[config.mk]
export PLATFORM = sky130hd
export DESIGN_NAME = spc_speed_profile_regs
export DESIGN_NICKNAME = d
export VERILOG_FILES = /design/src/rtl/spc_pkg.sv /design/src/rtl/spc_parity_chk.sv /design/src/rtl/spc_speed_profile_regs.sv
export SDC_FILE = /design/constraint.sdc
export NUM_CORES = 1
export LEC_CHECK = 0
export ABC_CLOCK_PERIOD_IN_PS = 6000
export BUFFER_PORTS_ARGS = -buffer_cell sky130_fd_sc_hd__buf_2
export CAP_MARGIN = 20
export CORE_MARGIN = 5
export CORE_UTILIZATION = 55
export DETAILED_ROUTE_END_ITERATION = 10
export PLACE_DENSITY_LB_ADDON = 0.05
export SKIP_LAST_GASP = 1
export SYNTH_ARGS = -nofsm -noshare
export SYNTH_HDL_FRONTEND = slang
export SYNTH_SLANG_ARGS = --single-unit
export TNS_END_PERCENT = 20
[constraint.sdc]
create_clock -name clk -period 6 [get_ports clk]
set_clock_uncertainty 0.15 [all_clocks]
set_input_delay 1.8 -clock clk [delete_from_list [all_inputs] [get_ports clk]]
set_output_delay 1.8 -clock clk [all_outputs]
set_load 0.01 [all_outputs]
[src/rtl/spc_pkg.sv]
// Constants, types and helpers for the speed profile register bank.
// Assumes a 32-bit Avalon-MM slave with word indices scaled by four.
package spc_pkg;

  // Register indices; byte address is four times the index
  localparam logic [7:0] IDX_FAULT_ONE = 8'h90;
  localparam logic [7:0] IDX_FAULT_TWO = 8'h92;
  localparam logic [7:0] IDX_PROF_FOUR = 8'h9A;
  localparam logic [7:0] IDX_PROF_FIVE = 8'h9C;
  localparam logic [7:0] IDX_PROF_SIX = 8'h9E;
  localparam logic [7:0] IDX_CONTROL = 8'hA0;
  localparam logic [7:0] IDX_STATUS = 8'hA2;

  // Storage slots
  localparam int NUM_WORDS = 5;
  localparam logic [2:0] SLOT_FAULT_ONE = 3'h0;
  localparam logic [2:0] SLOT_FAULT_TWO = 3'h1;
  localparam logic [2:0] SLOT_PROF_FOUR = 3'h2;
  localparam logic [2:0] SLOT_PROF_FIVE = 3'h3;
  localparam logic [2:0] SLOT_PROF_SIX = 3'h4;
  localparam logic [2:0] SLOT_CONTROL = 3'h5;
  localparam logic [2:0] SLOT_STATUS = 3'h6;

  // Field positions (low bit of each field)
  localparam int PAR_BIT = 31;
  localparam int OFF_LO = 23;
  localparam int CLAMP_LO = 15;
  localparam int PT_A_LO = 7;
  localparam int PT_B_HI_LO = 0;
  localparam int PT_B_LSB = 30;
  localparam int PT_C_LO = 22;
  localparam int PT_D_LO = 14;
  localparam int PT_E_LO = 6;
  localparam int CTL_AUTO_BIT = 2;

  // Writable bit masks, reserved bits read zero
  localparam logic [31:0] MASK_FULL = 32'hFFFF_FFFF;
  localparam logic [31:0] MASK_PROF_FIVE = 32'hFFFF_FFC0;
  localparam logic [31:0] MASK_PROF_SIX = 32'hFFFF_8000;
  localparam logic [31:0] RST_WORD = 32'h0000_0000;

  // Avalon response codes
  localparam logic [1:0] RESP_OKAY = 2'h0;
  localparam logic [1:0] RESP_DECODE = 2'h3;

  typedef enum logic [1:0] {
    SHAPE_SPEED_REF = 2'h0,
    SHAPE_LINEAR = 2'h1,
    SHAPE_STAIRCASE = 2'h2,
    SHAPE_FWD_REV = 2'h3
  } spc_shape_t;

  // Decoded speed settings and shape; each 8-bit field a fraction over 255 of full scale
  typedef struct packed {
    spc_shape_t shape;
    logic [7:0] turnOffThresholdOne;
    logic [7:0] clampLevelOne;
    logic [7:0] pointA;
    logic [7:0] pointB;
    logic [7:0] pointC;
    logic [7:0] pointD;
    logic [7:0] pointE;
    logic [7:0] turnOffThresholdTwo;
    logic [7:0] clampLevelTwo;
  } spc_speed_t;

  // Even parity over the 31 data bits
  function automatic logic parityOf(input logic [31:0] w);
    parityOf = ^w[30:0];
  endfunction

endpackage

[src/rtl/spc_parity_chk.sv]
// Registered parity checker for a group of stored words.
// Assumes bit 31 of each word carries even parity over bits 30..0.
`timescale 1ns/1ps
module spc_parity_chk
  import spc_pkg::*;
#(
  parameter int N = 5
)
(
  input wire logic clk, // System clock
  input wire logic srst, // Synchronous reset
  input wire logic [N-1:0][31:0] words, // Stored words
  output logic [N-1:0] badQ // Mismatch per word
);

  // Compare stored parity with recomputed parity every cycle
  always_ff @(posedge clk)
  begin
    if (srst)
    begin
      badQ <= '0;
    end
    else
    begin
      for (int i = 0; i < N; i++)
      begin
        badQ[i] <= words[i][PAR_BIT] ^ parityOf(words[i]);
      end
    end
  end

endmodule

[src/rtl/spc_speed_profile_regs.sv]
// Speed profile and fault configuration register bank.
// Assumes an Avalon-MM master on clk; all outputs are registered.
//
// Contract
// - Turn-off threshold one is bits 30..23 of profile word four.
// - Clamp level one is bits 22..15 of profile word four.
// - Speed point A is bits 14..7 of profile word four.
// - Point B joins word four bits 6..0 with word five bit 30.
// - Points C, D, E are word five bits 29..22, 21..14, 13..6.
// - Turn-off threshold two is bits 30..23 of profile word six.
// - Clamp level two is word six bits 22..15; bits 14..0 reserved.
// - Fault words sit at 90h and 92h and reset to zero.
// - Two-bit shape selects reference, linear, staircase or forward-reverse.
`timescale 1ns/1ps
module spc_speed_profile_regs
  import spc_pkg::*;
(
  input wire logic clk, // 100 MHz clock
  input wire logic srst, // Sync reset, high
  input wire logic [9:0] avs_address, // Byte address
  input wire logic avs_read, // Read request
  input wire logic avs_write, // Write request
  input wire logic [31:0] avs_writedata, // Write data
  input wire logic [3:0] avs_byteenable, // Byte lanes
  output logic [31:0] avs_readdata, // Read data
  output logic avs_waitrequest, // Stall
  output logic [1:0] avs_response, // Read/write status
  output spc_speed_t speedCfg, // Decoded speeds
  output logic [31:0] faultSetupOne, // Fault word one
  output logic [31:0] faultSetupTwo, // Fault word two
  output logic [NUM_WORDS-1:0] parityErr // Sticky parity flags
);

  logic [NUM_WORDS-1:0][31:0] wordQ;
  logic [1:0] shapeQ;
  logic autoParQ;
  logic [NUM_WORDS-1:0] errQ;
  logic [NUM_WORDS-1:0] badQ;
  logic waitQ;
  logic [31:0] rdataQ;
  logic [1:0] respQ;
  spc_speed_t cfgQ;
  logic [31:0] faultOneQ;
  logic [31:0] faultTwoQ;
  logic [NUM_WORDS-1:0] errOutQ;

  logic req;
  logic hit;
  logic [2:0] slot;
  logic accept;
  logic commit;
  logic [31:0] rdMux;
  logic [31:0] wrMerged;
  logic [31:0] wrWord;
  logic [NUM_WORDS-1:0] errClr;
  logic wrStb;
  logic wordSlot;

  // Map a byte address to a storage slot
  function automatic logic [3:0] decode(input logic [9:0] a);
    logic [7:0] idx;
    idx = a[9:2];
    // Misaligned addresses never hit a register
    if (a[1:0] != 2'h0)
      decode = 4'h0;
    // fault word offsets
    else if (idx == IDX_FAULT_ONE)
      decode = {1'b1, SLOT_FAULT_ONE};
    else if (idx == IDX_FAULT_TWO)
      decode = {1'b1, SLOT_FAULT_TWO};
    else if (idx == IDX_PROF_FOUR)
      decode = {1'b1, SLOT_PROF_FOUR};
    else if (idx == IDX_PROF_FIVE)
      decode = {1'b1, SLOT_PROF_FIVE};
    else if (idx == IDX_PROF_SIX)
      decode = {1'b1, SLOT_PROF_SIX};
    else if (idx == IDX_CONTROL)
      decode = {1'b1, SLOT_CONTROL};
    else if (idx == IDX_STATUS)
      decode = {1'b1, SLOT_STATUS};
    else
      decode = 4'h0;
  endfunction

  // Writable bits of each stored word
  function automatic logic [31:0] slotMask(input logic [2:0] s);
    case (s)
      // word five low bits reserved
      SLOT_PROF_FIVE: slotMask = MASK_PROF_FIVE;
      // word six low bits reserved
      SLOT_PROF_SIX: slotMask = MASK_PROF_SIX;
      default: slotMask = MASK_FULL;
    endcase
  endfunction

  // Merge write data into the old word by byte lane
  function automatic logic [31:0] mergeBytes(
    input logic [31:0] old,
    input logic [31:0] nw,
    input logic [3:0] be
  );
    logic [31:0] r;
    r = old;
    for (int b = 0; b < 4; b++)
    begin
      if (be[b])
        r[b*8 +: 8] = nw[b*8 +: 8];
    end
    mergeBytes = r;
  endfunction

  // Pick an 8-bit field out of a word
  function automatic logic [7:0] field8(input logic [31:0] w, input int lo);
    field8 = w[lo +: 8];
  endfunction

  assign req = avs_read | avs_write;
  assign {hit, slot} = decode(avs_address);
  // First cycle of a request: answer is prepared
  assign accept = req & waitQ;
  // Second cycle: the master sees waitrequest low
  assign commit = req & ~waitQ;
  // Writes land only on that edge, so a held request is never stored twice
  assign wrStb = commit & avs_write & hit;
  // Control and status live outside the stored word array
  assign wordSlot = slot < SLOT_CONTROL;

  // Write data merged and masked for the addressed slot
  always_comb
  begin
    wrMerged = RST_WORD;
    wrWord = RST_WORD;
    // Out-of-range slots must not index the word array
    if (wordSlot)
    begin
      wrMerged = mergeBytes(wordQ[slot], avs_writedata, avs_byteenable);
    end
    wrWord = wrMerged & slotMask(slot);
    // parity computed on store
    if (autoParQ)
    begin
      wrWord[PAR_BIT] = parityOf(wrWord);
    end
  end

  // One wait state, then a single-cycle answer
  // Registered answer costs a cycle but keeps the decode off the bus path
  always_ff @(posedge clk)
  begin
    if (srst)
    begin
      waitQ <= 1'b1;
    end
    else
    begin
      waitQ <= ~accept;
    end
  end

  // Read data mux
  // Unmapped or misaligned reads return zero
  always_comb
  begin
    rdMux = RST_WORD;
    if (hit)
    begin
      case (slot)
        SLOT_FAULT_ONE: rdMux = wordQ[SLOT_FAULT_ONE];
        SLOT_FAULT_TWO: rdMux = wordQ[SLOT_FAULT_TWO];
        SLOT_PROF_FOUR: rdMux = wordQ[SLOT_PROF_FOUR];
        SLOT_PROF_FIVE: rdMux = wordQ[SLOT_PROF_FIVE];
        SLOT_PROF_SIX: rdMux = wordQ[SLOT_PROF_SIX];
        SLOT_CONTROL: rdMux = {29'h0, autoParQ, shapeQ};
        SLOT_STATUS: rdMux = {27'h0, errQ};
        default: rdMux = RST_WORD;
      endcase
    end
  end

  // Read data and response captured on the first cycle
  always_ff @(posedge clk)
  begin
    if (srst)
    begin
      rdataQ <= RST_WORD;
      respQ <= RESP_OKAY;
    end
    else if (accept)
    begin
      rdataQ <= avs_read ? rdMux : RST_WORD;
      respQ <= hit ? RESP_OKAY : RESP_DECODE;
    end
  end

  // Stored profile and fault words
  always_ff @(posedge clk)
  begin
    if (srst)
    begin
      // zero after reset
      for (int i = 0; i < NUM_WORDS; i++)
      begin
        wordQ[i] <= RST_WORD;
      end
    end
    // unmapped writes dropped
    else if (wrStb && wordSlot)
    begin
      wordQ[slot] <= wrWord;
    end
  end

  // Control word: profile shape and parity mode
  always_ff @(posedge clk)
  begin
    if (srst)
    begin
      shapeQ <= SHAPE_SPEED_REF;
      autoParQ <= 1'b1;
    end
    else if (wrStb && slot == SLOT_CONTROL)
    begin
      // Only byte lane 0 carries control bits
      if (avs_byteenable[0])
      begin
        // shape selector stored
        shapeQ <= avs_writedata[1:0];
        autoParQ <= avs_writedata[CTL_AUTO_BIT];
      end
    end
  end

  // Write-one-to-clear mask for the status word
  always_comb
  begin
    errClr = '0;
    // A clear without lane 0 is ignored
    if (wrStb && slot == SLOT_STATUS && avs_byteenable[0])
    begin
      errClr = avs_writedata[NUM_WORDS-1:0];
    end
  end

  // parity of stored words checked every cycle
  spc_parity_chk #(
    .N(NUM_WORDS)
  ) u_par (
    .clk(clk),
    .srst(srst),
    .words(wordQ),
    .badQ(badQ)
  );

  // Sticky parity errors; a new error beats a clear
  always_ff @(posedge clk)
  begin
    if (srst)
    begin
      errQ <= '0;
    end
    else
    begin
      // set wins over clear
      errQ <= (errQ & ~errClr) | badQ;
    end
  end

  // Decoded speed fields, one cycle behind the words
  always_ff @(posedge clk)
  begin
    if (srst)
    begin
      cfgQ <= '0;
    end
    else
    begin
      // shape drives profile mode
      cfgQ.shape <= spc_shape_t'(shapeQ);
      // first turn-off threshold
      cfgQ.turnOffThresholdOne <= field8(wordQ[SLOT_PROF_FOUR], OFF_LO);
      // first clamp level
      cfgQ.clampLevelOne <= field8(wordQ[SLOT_PROF_FOUR], CLAMP_LO);
      // speed point A
      cfgQ.pointA <= field8(wordQ[SLOT_PROF_FOUR], PT_A_LO);
      // point B reassembled
      cfgQ.pointB <= {wordQ[SLOT_PROF_FOUR][PT_B_HI_LO +: 7],
                      wordQ[SLOT_PROF_FIVE][PT_B_LSB]};
      // points C, D, E
      cfgQ.pointC <= field8(wordQ[SLOT_PROF_FIVE], PT_C_LO);
      cfgQ.pointD <= field8(wordQ[SLOT_PROF_FIVE], PT_D_LO);
      cfgQ.pointE <= field8(wordQ[SLOT_PROF_FIVE], PT_E_LO);
      // second turn-off threshold
      cfgQ.turnOffThresholdTwo <= field8(wordQ[SLOT_PROF_SIX], OFF_LO);
      // second clamp level
      cfgQ.clampLevelTwo <= field8(wordQ[SLOT_PROF_SIX], CLAMP_LO);
    end
  end

  // Fault words and error flags towards the core
  // Fault fields pass through untouched; their meaning lives in the core
  always_ff @(posedge clk)
  begin
    if (srst)
    begin
      faultOneQ <= RST_WORD;
      faultTwoQ <= RST_WORD;
      errOutQ <= '0;
    end
    else
    begin
      faultOneQ <= wordQ[SLOT_FAULT_ONE];
      faultTwoQ <= wordQ[SLOT_FAULT_TWO];
      errOutQ <= errQ;
    end
  end

  assign avs_readdata = rdataQ;
  assign avs_waitrequest = waitQ;
  assign avs_response = respQ;
  assign speedCfg = cfgQ;
  assign faultSetupOne = faultOneQ;
  assign faultSetupTwo = faultTwoQ;
  assign parityErr = errOutQ;

endmodule

==> results, run 1 <==
- The capturing point of the worst reg2reg path is wordQ[63].
- After synthesis, the share of flip-flops with an asynchronous set or reset is 0%.
- The first global-routing pass estimated 79.9 mm of wire.
- In this run, synthesis produced a sequential element count of 350.
- Buffers placed on the I/O ports in this run total 227.
- The number of global-route vias before repair is 12900.
- STA puts the critical path data arrival time at 5550 ps.
- After layout, the worst path uses 88.0% of the clock period.
- Of the synthesized area, sequential elements account for 46.1%.
- The cell with the most instances on the worst path is sky130_fd_sc_hd__xnor2_1.
- Measured along the x axis, the die boundary spans 176 um.
- The tree is rooted in a sky130_fd_sc_hd__clkbuf_16.
- The synthesized netlist devotes 16.5% of its cell area to compound gates.
- The post-synthesis area per instance is 8.63 um2.
- The post-synthesis simple-gate area fraction is 21.5%.
- Setup violations remaining at the end of the flow were counted as 0.
- The half-perimeter wire length after detailed placement is 40.1 mm.
- Max-cap violations in this run came to 0.
- The critical setup path kind is in -> reg.
- The number of different library cells used by synthesis comes to 78.
- The synthesized netlist devotes 0% of its cell area to adder and majority cells.
- The clock sink count is 350.
- Once the clock tree was built, the setup fixing pass inserted 0 buffers.
- The total iterations of the first detailed-routing run is 5.
- The max-slew violation count is 0.
- Setup slack on the worst reg-to-reg path comes out at 2580 ps.
- In this run the vertical extent of the chip is 176 um.
- The static leakage is 7.12 nW.
- The number of warnings printed during yosys synthesis is 0.
- The maximum root-to-sink buffer count is 3.
- The antenna violation net count after detailed routing is 0.
- The number of antenna violations at the first check in global routing is 1.
- After synthesis, the largest family of logic cells by area is simple AND/OR/NAND/NOR gates.
- The synthesized instance count is 1761.
- Counting flops with a built-in enable in the synthesized netlist gives 0.
- The tightest min-delay check is of the reg -> reg type.
- The worst register-to-register path has a depth of 12.
- The final hold violation count is 0.
- At the placement stage, the worst setup path has a slack of 264 ps.
- The portion of synthesized area spent on multiplexers is 1.68%.
- Derived from the worst setup path, the maximum achievable clock frequency is 189 MHz.
- In this run the number of H-tree levels came out at 2.
- The worst path in the final design needs a cycle of 5280 ps, including I/O delays and setup.
- The residual overflow from global routing is 0.
- Across every metal layer, demand over resource in global routing totals 33.2%.
- The routability-driven placement congestion ratio is 1.04.
- The initial cell density of the core is 56.1%.
- The full die area is 31100 um2.
- The clock input transition at the sequential cells of the worst setup and hold paths is 60 ps.
- After synthesis, the cell types taking the most area are sky130_fd_sc_hd__dfxtp_1 46%, sky130_fd_sc_hd__xnor2_1 9.0%, sky130_fd_sc_hd__nand2_1 7.2%.
- The sort of element at the end of the critical path is a flop.
- For this design the top-level I/O count stands at 228.
- The predominant post-synthesis flop cell is sky130_fd_sc_hd__dfxtp_1.
- Setup repair after global routing left no endpoint under its margin.
- The number of CTS-inserted buffers is 36.
- Of all nets on the critical path, the largest fanout is 17.
- The maximum number of pins on one net before global-route repair is 167.
- The critical path's slowest cell is sky130_fd_sc_hd__a21oi_2.
- The total power divided by cell area is 268 nW/um2.
- Tracing the worst setup path back leads to its startpoint at avs_address[3].
- Adding up every negative setup slack in the final design gives 0 ps.
- The delay contributed by the slowest stage of the critical path is 530 ps.
- The number of design rule violations left after detail routing is 0.
- The worst setup path is launched from a primary input.
- At the pin with the least slew margin, the transition time is 1040 ps.
- The final layout contains routed wiring with a total length of 53.6 mm.
- IR analysis of the VDD net gives a maximum drop of 0.233 mV.
- The number of hold buffers added after CTS was 0.
- The detailed router placed 14000 vias in this run.
- The clock tree from TritonCTS is yes.
- The synthesized netlist net count is 1811.
- The final worst-path setup slack is 720 ps.
- The endpoint required time on the critical path is 6270 ps.
- 0 antenna diodes ended up in the layout.
- The number of vias per cell after detailed routing is 5.85.
- The share of layout cells above drive strength 1 is 19.6%.
- The core box area is 27100 um2.
- The area share of the largest cell type after synthesis is 46.1%.
- The run finished with clean final reports.
- Traced cell by cell, the critical path runs through buf_2, nor3b_2, nand2_1, a21oi_2, buf_4, nor3_4, buf_4, and2_1, o311a_1, xnor2_1, xnor2_1, xnor3_1, xnor2_1, and2_4, o41ai_1.
- The start of the worst register-to-register path is wordQ[43].
- The number of DRC violations after detailed-routing iteration 0 is 1624.
- In this run the core area contains 60 standard-cell rows.
- The cell type with the highest aggregate area in the netlist is sky130_fd_sc_hd__dfxtp_1.
- The number of gates resized after CTS is 0.
- The insertion delay to the later sink of the worst-skew pair is 520 ps.
- The timing endpoint of the critical path is wordQ[63].
- The cell area after synthesis is 15200 um2.
- At the end of the flow, the number of nets in the layout was 2042.
- Headroom to the max-slew limit came out at 30.6%.
- Compared with the post-synthesis result, the final layout area differs by 19.4%.
- After Yosys synthesis, XOR and XNOR cells account for 10.8% of the synthesized area.
- Dividing the detail-routed wire length by the instance count gives 22.4 um.
-- cell families after synthesis --
family | Yosys count
DFF | 350
xor gates and xnor gates | 183
buffers and inverters | 126
and+or+nand+nor | 689
AOI/OAI and AO/OA | 388
muxes | 25
-- worst max-delay path: cells and delay by family --
family                 cells  cell delay (ps)
AO/OA/AOI/OAI              3             1220
AND/OR/NAND/NOR            5              950
XOR/XNOR                   4              880
buffers and inverters      3              690
-- area by class of cell --
type,instances,area [um2]
clock buffers,45,1010
repair buffers,303,1740
inverters,16,60.1
fillers,2214,8950
multi-input cells,1285,7700
clock inverters,16,168
flip-flops and latches,350,7010
well taps,372,465
-- report_power, final --
| part | internal [mW] | total [mW] | switching, mW |
|---|---|---|---|
| registers | 2.32 | 2.33 | 0.00169 |
| clock network | 1.32 | 2.23 | 0.912 |
| logic | 0.121 | 0.317 | 0.195 |
| total | 3.76 | 4.87 | 1.11 |
-- worst min path at each step --
| stage | start | end | slack [ps] | cells past startpoint |
|---|---|---|---|---|
| 2_1_floorplan | u_par.badQ[0] | errQ[0] | 260 | 2 |
| 3_3_place_gp | avs_readdata[13] | avs_readdata[13] | 300 | 2 |
| 3_5_place_dp | u_par.badQ[3] | errQ[3] | 300 | 2 |
| 4_1_cts | avs_readdata[10] | avs_readdata[10] | 310 | 2 |
| 5_1_grt | avs_readdata[13] | avs_readdata[13] | 330 | 2 |
| 6_report | avs_readdata[10] | avs_readdata[10] | 310 | 2 |
-- cell usage after synthesis, types with 3 or more instances --
cell type                   instances
sky130_fd_sc_hd__a2111oi_0          4
sky130_fd_sc_hd__a211oi_1          43
sky130_fd_sc_hd__a21o_1             4
sky130_fd_sc_hd__a21oi_1          173
sky130_fd_sc_hd__a21oi_2            5
sky130_fd_sc_hd__a221oi_1           3
sky130_fd_sc_hd__a222oi_1           3
sky130_fd_sc_hd__a22o_1             4
sky130_fd_sc_hd__a22oi_1           14
sky130_fd_sc_hd__a31oi_1           17
sky130_fd_sc_hd__a32o_1             4
sky130_fd_sc_hd__a32oi_1            5
sky130_fd_sc_hd__and2_1            23
sky130_fd_sc_hd__and3_1             4
sky130_fd_sc_hd__and3b_1            3
sky130_fd_sc_hd__buf_1              4
sky130_fd_sc_hd__buf_2             13
sky130_fd_sc_hd__buf_4              4
sky130_fd_sc_hd__clkbuf_1          87
sky130_fd_sc_hd__dfxtp_1          350
sky130_fd_sc_hd__inv_1             15
sky130_fd_sc_hd__mux2i_1           21
sky130_fd_sc_hd__nand2_1          293
sky130_fd_sc_hd__nand2b_1           4
sky130_fd_sc_hd__nand3_1           32
sky130_fd_sc_hd__nand3b_1           3
sky130_fd_sc_hd__nand4_1            5
sky130_fd_sc_hd__nor2_1           131
sky130_fd_sc_hd__nor2b_1          139
sky130_fd_sc_hd__nor3_1            20
sky130_fd_sc_hd__nor4b_1            3
sky130_fd_sc_hd__o211ai_1          19
sky130_fd_sc_hd__o21a_1             3
sky130_fd_sc_hd__o21ai_0           31
sky130_fd_sc_hd__o21ai_1            4
sky130_fd_sc_hd__o221ai_1           3
sky130_fd_sc_hd__o22ai_1           11
sky130_fd_sc_hd__o2bb2ai_1          8
sky130_fd_sc_hd__o31a_1             3
sky130_fd_sc_hd__o31ai_1            4
sky130_fd_sc_hd__o41ai_1            4
sky130_fd_sc_hd__or3_1              8
sky130_fd_sc_hd__xnor2_1          157
sky130_fd_sc_hd__xor2_1            23
-- layer usage --
layer  vias to the layer above  track usage, %  share of wire [%]
li1                       6429               -                  -
met1                      6645            51.8                 45
met2                       821            46.9                 41
met3                        78            6.92                 12
met4                         0            7.60                1.9
met5                         -               0                  0
-- through the flow --
| stage | power (mW) | cells | utilization [%] | hold slack [ps] | instance area (um2) |
|---|---|---|---|---|---|
| after floorplan | 2.58 | 1761 | - | 263 | 15200 |
| after global placement | 2.69 | 2326 | 62.6 | 296 | 17000 |
| after detailed placement | 2.69 | 2326 | 62.6 | 300 | 17000 |
| after CTS | 4.89 | 2387 | 67.0 | 311 | 18100 |
| after global routing | 5.03 | 2387 | 67.0 | 329 | 18100 |
| final | 4.87 | 2387 | 67.0 | 313 | 18100 |
-- cell usage in the layout, fill, tap and decap left out, drive strengths merged, types with 19 or more instances in the layout --
cell    count
o211ai     19
a31oi      19
nor2b     139
mux2i      21
nand3      33
nor3       24
a21oi     179
o21ai      36
dfxtp     350
nand2     293
a211oi     43
nor2      132
clkbuf     45
xor2       23
xnor2     158
and2       25
buf       303
-- state kept, by name, indices dropped and copies added (netlist names) --
register	flops
parityErr	5
errQ	5
avs_readdata	32
wordQ	160
autoParQ	1
avs_response	1
u_par.badQ	5
shapeQ	2
avs_waitrequest	1
faultSetupTwo	32
faultSetupOne	32
speedCfg	74
Power figures use the tool's default switching activity.
==> run 2, diff against run 1 <==
--- a/config.mk
+++ b/config.mk
@@ -5,7 +5,7 @@
 export SDC_FILE = /design/constraint.sdc
 export NUM_CORES = 1
 export LEC_CHECK = 0
-export ABC_CLOCK_PERIOD_IN_PS = 6000
+export ABC_CLOCK_PERIOD_IN_PS = 6300
 export BUFFER_PORTS_ARGS = -buffer_cell sky130_fd_sc_hd__buf_2
 export CAP_MARGIN = 20
 export CORE_MARGIN = 5
==> constraint.sdc (replaced) <==
create_clock -name clk -period 6.3 [get_ports clk]
set_clock_uncertainty 0.15 [all_clocks]
set_input_delay 1.89 -clock clk [delete_from_list [all_inputs] [get_ports clk]]
set_output_delay 1.89 -clock clk [all_outputs]
set_load 0.01 [all_outputs]
==> run 2 against run 1 <==
  * Wire length is 0.28% higher
  * Non-clock buffer count down 13
  * Sequential share of layout area rose by 0.093 points
  * Final area shrank 0.24%
  * Total power shrank 4.1%
  * Hold slack worse by 3.3 ps
  * Count of clock-buffer cells in the layout increased by 1
  * Critical path depth down 1
  * Cell count down 0.46%
  * Sequential power decreased by 5%
  * Die area is the same
  * Utilization down 0.16 points
  * Critical endpoint is now wordQ[95]
  * Largest power group unchanged
==> results, run 2 (synthesis gave the netlist of run 1 again) <==
- The run finished with clean final reports.
- The endpoint required time on the critical path is 6560 ps (+290 ps).
- The initial cell density of the core was 56.1% (unchanged).
- The number of CTS-inserted buffers came to 36 (unchanged).
- The critical path's slowest cell is sky130_fd_sc_hd__or4_1.
- The number of global-route vias before repair came to 13100 (+1.7%).
- The cts-stage hold buffer count is 0 (unchanged).
- The final clock period utilization by the worst path is 88.2%.
- The static leakage is 7.08 nW (-0.62%).
- Broken down by cell family, the worst path's largest delay share belongs to simple AND/OR/NAND/NOR gates.
- The top achievable clock speed is 180 MHz.
- The height of the chip came to 176 um (unchanged).
- The number of antenna violations at the first check in global routing came to 0 (-1).
- The number of max-cap violations is 0 (unchanged).
- The number of design rule violations left after detail routing was 0 (unchanged).
- The library cells used most frequently in the layout, excluding fill and tap cells, are 350 x sky130_fd_sc_hd__dfxtp_1, 293 x sky130_fd_sc_hd__nand2_1, 226 x sky130_fd_sc_hd__buf_2.
- The highest signal layer in the routed design is met4.
- The H-tree depth reported by CTS came to 2 (unchanged).
- The flip-flop count of the largest register after layout is 160 (unchanged).
- The overall fraction of global-route tracks in use was 33.4% (+0.13 points).
- The transition time of the tightest slew-check pin is 1210 ps (+174 ps).
- The total iterations of the first detailed-routing run is 6 (+1).
- The post-CTS setup repair buffer count is 0 (unchanged).
- The peak fanout along the critical path was 12 (-5).
- The design area was 18100 um2 (-0.24%).
- The number of rows in the core area is 60 (unchanged).
- The smallest clock period supported by the final layout is computed as 5550 ps.
- The met3 wire length is 6.38 mm (+2.7%).
- The wire length after detailed routing came to 53.7 mm (+0.28%).
- The maximum root-to-sink buffer count is 3 (unchanged).
- The number of setup violations in the final report was 0 (unchanged).
- The insertion delay to the later sink of the worst-skew pair came to 530 ps (about the same).
- The worst setup path is captured at a flop.
- The final sum of negative setup slack was 0 ps (unchanged).
- The top-level I/O count is 228 (unchanged).
- The met2 wirelength from detailed routing is 21.9 mm (-1.3%).
- The number of gates resized after CTS is 0 (unchanged).
- The final worst-path setup slack was 745 ps (+24.9 ps).
- The share of layout cells above drive strength 1 was 19.2% (-0.44 points).
- The critical path goes through buf_2, or3_1, or4_1, buf_4, o22ai_1, a211oi_1, a21oi_1, nor2_1, xor2_1, xnor2_1, xnor3_1, xnor2_1, and2_4, o41ai_1.
- The routability-driven placement congestion ratio is 1.02 (-1.7%).
- The standard cell area after detailed placement is 16900 um2 (-0.43%).
- The final net count is 2029 (-0.64%).
- The number of vias per cell after detailed routing came to 5.91 (+0.95%).
- The number of buffer cells added on primary ports is 227 (unchanged).
- The worst-case headroom to the max-slew limit is 18.4% (-12 points).
- The buffer and inverter count on the worst path was 2 (-1).
- The wire length of the first global-routing pass came to 80.0 mm (about the same).
- The maximum number of pins on one net before global-route repair came to 167 (unchanged).
- The routed metal-1 wire length is 23.9 mm (-0.86%).
- The worst hold path belongs to the class reg -> reg.
- The die width is 176 um (unchanged).
- The count of vias placed by the detailed router is 14000 (+0.49%).
- The full die area is 31100 um2 (unchanged).
- The clock input transition at the sequential cells of the worst setup and hold paths is 60 ps (about the same).
- The residual overflow from global routing came to 0 (unchanged).
- The clock sink count is 350 (unchanged).
- The worst hold-check slack was 310 ps (-3.31 ps).
- Setup repair after global routing left no endpoint under its margin.
- The core box area is 27100 um2 (unchanged).
- Relative to the synthesized area, the layout overhead comes to 19.1%.
- The worst path arrival time is 5810 ps (+260 ps).
- The cell with the most instances on the worst path is sky130_fd_sc_hd__xnor2_1.
- The clock tree from TritonCTS is yes.
- The max-slew violation count is 0 (unchanged).
- The worst ir drop on vdd is 0.242 mV (+3.8%).
- The count of inserted antenna diode cells is 0 (unchanged).
- The overall power after layout was 4.67 mW (-4.1%).
- More flip-flops sit in one register than any other, and that register is wordQ.
- The number of DRC violations after detailed-routing iteration 0 was 1725 (+6.2%).
- The final hold violation count is 0 (unchanged).
- The antenna violation net count after detailed routing came to 0 (unchanged).
- The per-cell routed wire length is 22.6 um (+0.74%).
- The delay contributed by the slowest stage of the critical path was 740 ps (+210 ps).
- The tree is rooted in a sky130_fd_sc_hd__clkbuf_16.
- The library cell used most frequently in the layout, excluding fill and tap cells, is sky130_fd_sc_hd__dfxtp_1.
- The minimum setup slack after placement is 321 ps (+56.9 ps).
- The half-perimeter wire length after detailed placement is 40.0 mm (-0.21%).
- The critical setup path kind is in -> reg.
- The total power divided by cell area is 258 nW/um2 (-3.9%).
- STA classifies the critical path startpoint as a primary input.
run 2: cell count changes in the layout (fill, tap and decap cells not counted):
cell and delta:
sky130_fd_sc_hd__buf_4 -15, sky130_fd_sc_hd__clkinvlp_4 +1, sky130_fd_sc_hd__clkinv_2 -2, sky130_fd_sc_hd__buf_12 +2
sky130_fd_sc_hd__clkbuf_8 +1, sky130_fd_sc_hd__clkinv_4 +1, sky130_fd_sc_hd__inv_6 +1
run 2: final timing paths:
path	from	end	slack, ps	cells after the start
min reg2reg	u_par.badQ[2]	errQ[2]	310	2
max reg2reg	wordQ[43]	wordQ[95]	2850	12
min	u_par.badQ[2]	errQ[2]	310	2
max	avs_address[2]	wordQ[95]	750	14
run 2: cell type report:
cell class	instances	area [um2]
multi-input combinational	1285	7700
timing repair buffer	290	1670
tap	372	465
clock buffer	46	1020
fill	2293	9000
sequential	350	7010
clock inverter	17	183
inverter	16	60.1
run 2: power breakdown:
part	total [mW]	internal, mW	leakage [nW]	switching, mW
clock network	2.16	1.27	0.591	0.888
logic	0.295	0.112	3.67	0.182
registers	2.22	2.21	2.82	0.00162
total	4.67	3.60	7.08	1.07
run 2: through the flow:
stage / instances / utilization [%]
6_report: 2376 / 66.8
5_1_grt: 2376 / 66.8
4_1_cts: 2376 / 66.8
3_5_place_dp: 2313 / 62.4
3_3_place_gp: 2313 / 62.4
2_1_floorplan: 1761 / -
run 2: metal layers:
metal	track usage [%]	vias to the layer above
li1	-	6402
met1	50.5	6698
met2	46.4	847
met3	8.52	94
met4	10.3	0
met5	0	-
run 2: worst min-delay path, delay by kind of cell, from the launching register on:
kind	cells	cell delay [ps]
AO/OA/AOI/OAI	1	40
flip-flops	1	310
AND/OR/NAND/NOR	1	80
==> run 3, diff against run 2 <==
--- a/config.mk
+++ b/config.mk
@@ -11,6 +11,7 @@
 export CORE_MARGIN = 5
 export CORE_UTILIZATION = 55
 export DETAILED_ROUTE_END_ITERATION = 10
+export MAX_ROUTING_LAYER = met4
 export PLACE_DENSITY_LB_ADDON = 0.05
 export SKIP_LAST_GASP = 1
 export SYNTH_ARGS = -nofsm -noshare
==> run 3 against run 2 <==
  * Critical endpoint is now wordQ[63]
  * First-iteration DRC count increased by 1.4%
  * Via count rose by 0.69%
  * Flip-flop and latch count unchanged
  * Non-clock buffer count grew 5
  * Sequential share of layout area is 0.19 points lower
  * Fmax decreased by 2.4%
  * Final area rose by 0.50%
  * Wire length rose by 2.0%
  * Highest routed layer unchanged
  * Count of clock-buffer cells in the layout is the same
  * Largest power group is now clock
  * Global-route usage is 1.7 points higher
==> results, run 3 (synthesis gave the netlist of run 1 again) <==
- The full die area is 31100 um2 (unchanged).
- The routability-driven placement congestion ratio is 1.02 (-0.14%).
- The number of gates resized after CTS is 0 (unchanged).
- The shortest clock period the worst path allows after layout is 5690 ps (+135 ps).
- The static leakage is 7.13 nW (+0.78%).
- The endpoint required time on the critical path came to 6560 ps (about the same).
- The top achievable clock speed is 176 MHz (-2.4%).
- The initial cell density of the core is 56.1% (unchanged).
- The number of setup violations in the final report is 0 (unchanged).
- The half-perimeter wire length after detailed placement came to 40.4 mm (+0.99%).
- STA classifies the critical path endpoint as a flop.
- The core box area is 27100 um2 (unchanged).
- The count of inserted antenna diode cells is 0 (unchanged).
- The number of fill cells in the layout is 2153 (-6.1%).
- The height of the chip is 176 um (unchanged).
- The clock tree from TritonCTS is yes.
- The path class of the tightest hold or removal check is reg -> reg.
- The insertion delay to the later sink of the worst-skew pair is 540 ps (about the same).
- Counting flops per register, the top entry is wordQ.
- The setup path with the least slack is of type in -> reg.
- The H-tree depth reported by CTS came to 2 (unchanged).
- The clock sink count is 350 (unchanged).
- The total placed cells including tap cells is 2317 (+0.17%).
- The transition time of the tightest slew-check pin was 1050 ps (-162 ps).
- The area occupied by multi-input gates came to 7700 um2 (unchanged).
- The maximum number of pins on one net before global-route repair is 175 (+4.8%).
- The area used by sequential logic in the layout is 7010 um2 (unchanged).
- The number of buffer cells added on primary ports was 227 (unchanged).
- The residual overflow from global routing is 0 (unchanged).
- The final hold violation count came to 0 (unchanged).
- The antenna violation net count after detailed routing was 0 (unchanged).
- The clock input transition at the sequential cells of the worst setup and hold paths is 70 ps (about the same).
- The flow ran to the end, and the final reports show no timing, DRC or antenna violations.
- The worst-case headroom to the max-slew limit is 29.1% (+11 points).
- The top-level I/O count was 228 (unchanged).
- The final sum of negative setup slack is 0 ps (unchanged).
- The final clock period utilization by the worst path came to 90.3% (+2.1 points).
- The layout overhead on the synthesized area is 19.7%.
- The number of CTS-inserted buffers came to 36 (unchanged).
- The flip-flop count of the largest register after layout was 160 (unchanged).
- The share of layout cells above drive strength 1 is 19.2% (+0.061 points).
- The final net count is 2034 (+0.25%).
- The number of max-cap violations was 0 (unchanged).
- The library cell used most frequently in the layout, excluding fill and tap cells, is sky130_fd_sc_hd__dfxtp_1.
- The number of antenna violations at the first check in global routing was 0 (unchanged).
- The cts-stage hold buffer count is 0 (unchanged).
- The post-CTS setup repair buffer count is 0 (unchanged).
- The wire length after detailed routing was 54.8 mm (+2.0%).
- Setup repair after global routing left no endpoint under its margin.
- The number of design rule violations left after detail routing is 0 (unchanged).
- The nature of the critical path startpoint is a primary input.
- The maximum root-to-sink buffer count is 3 (unchanged).
- The max-slew violation count is 0 (unchanged).
- The clock root buffer is sky130_fd_sc_hd__clkbuf_16.
- The count of vias placed by the detailed router is 14100 (+0.69%).
- The worst ir drop on vdd is 0.261 mV (+7.6%).
- The peak fanout along the critical path is 17 (+5).
- The wire length of the first global-routing pass is 81.1 mm (+1.5%).
- The overall fraction of global-route tracks in use is 35.0% (+1.7 points).
- The die width was 176 um (unchanged).
- The total iterations of the first detailed-routing run is 8 (+2).
- The total power divided by cell area was 267 nW/um2 (+3.4%).
- The number of vias per cell after detailed routing was 5.94 (+0.52%).
- The number of global-route vias before repair was 13300 (+1.1%).
- The number of DRC violations after detailed-routing iteration 0 is 1750 (+1.4%).
- The library cells used most frequently in the layout, excluding fill and tap cells, are 350 x sky130_fd_sc_hd__dfxtp_1, 293 x sky130_fd_sc_hd__nand2_1, 226 x sky130_fd_sc_hd__buf_2.
- The number of rows in the core area came to 60 (unchanged).
- The worst path arrival time was 5950 ps (+140 ps).
- The number of non-filler instances in the completed layout is 2380 (+0.17%).
- The per-cell routed wire length came to 23.0 um (+1.8%).
-- run 3: cell count changes in the layout (fill, tap and decap cells not counted), sizes merged --
cell      before  now
buf          290  294
clkbuf        46   47
clkinvlp       3    0
clkinv         9    6
bufinv         3    8
-- run 3: area by class of cell --
cell class                 count  area share [%]
multi-input combinational   1285            42.3
sequential                   350            38.5
timing repair buffer         295            9.17
clock buffer                  46            5.49
tap                          372            2.56
clock inverter                16            1.62
inverter                      16           0.330
-- run 3: critical path, cell delays in order --
cell and delay (ps):
sky130_fd_sc_hd__buf_2 260, sky130_fd_sc_hd__nand2_1 170, sky130_fd_sc_hd__or3_1 500, sky130_fd_sc_hd__buf_4 220, sky130_fd_sc_hd__nand2_1 150, sky130_fd_sc_hd__nand3_1 120
sky130_fd_sc_hd__a31oi_1 350, sky130_fd_sc_hd__o22ai_1 170, sky130_fd_sc_hd__a31oi_1 800, sky130_fd_sc_hd__xor2_1 170, sky130_fd_sc_hd__xnor2_1 220, sky130_fd_sc_hd__xnor3_1 250
sky130_fd_sc_hd__xnor2_1 140, sky130_fd_sc_hd__and2_4 180, sky130_fd_sc_hd__o41ai_1 340
-- run 3: power by group --
part,internal (mW),switching [mW]
clock network,1.45,0.886
logic,0.113,0.188
registers,2.21,0.00186
total,3.78,1.08
-- run 3: stage by stage --
stage | instance area [um2] | hold slack [ps] | worst slack (ps) | total power [mW] | util [%]
final | 18200 | 304 | 610 | 4.86 | 67.1
after global routing | 18200 | 328 | 372 | 4.99 | 67.1
after CTS | 18200 | 306 | 778 | 4.86 | 67.1
after detailed placement | 16900 | 290 | 318 | 2.56 | 62.3
after global placement | 16900 | 269 | 400 | 2.56 | 62.3
after floorplan | 15200 | 263 | 896 | 2.46 | -
-- run 3: final timing paths --
| check | from | end | slack, ps | depth (start not counted) |
|---|---|---|---|---|
| max reg2reg | wordQ[121] | wordQ[63] | 2770 | 10 |
| max | avs_address[5] | wordQ[63] | 610 | 15 |
| min | u_par.badQ[4] | errQ[4] | 300 | 2 |
| min reg2reg | u_par.badQ[4] | errQ[4] | 300 | 2 |
-- run 3: routing by layer --
layer / GRT usage [%] / routed length, um / share of wire (%)
met3: 8.48 / 6410 / 12
met5: - / 0 / 0
met2: 49.5 / 22900 / 42
met1: 50.3 / 24200 / 44
met4: 9.45 / 1350 / 2.5
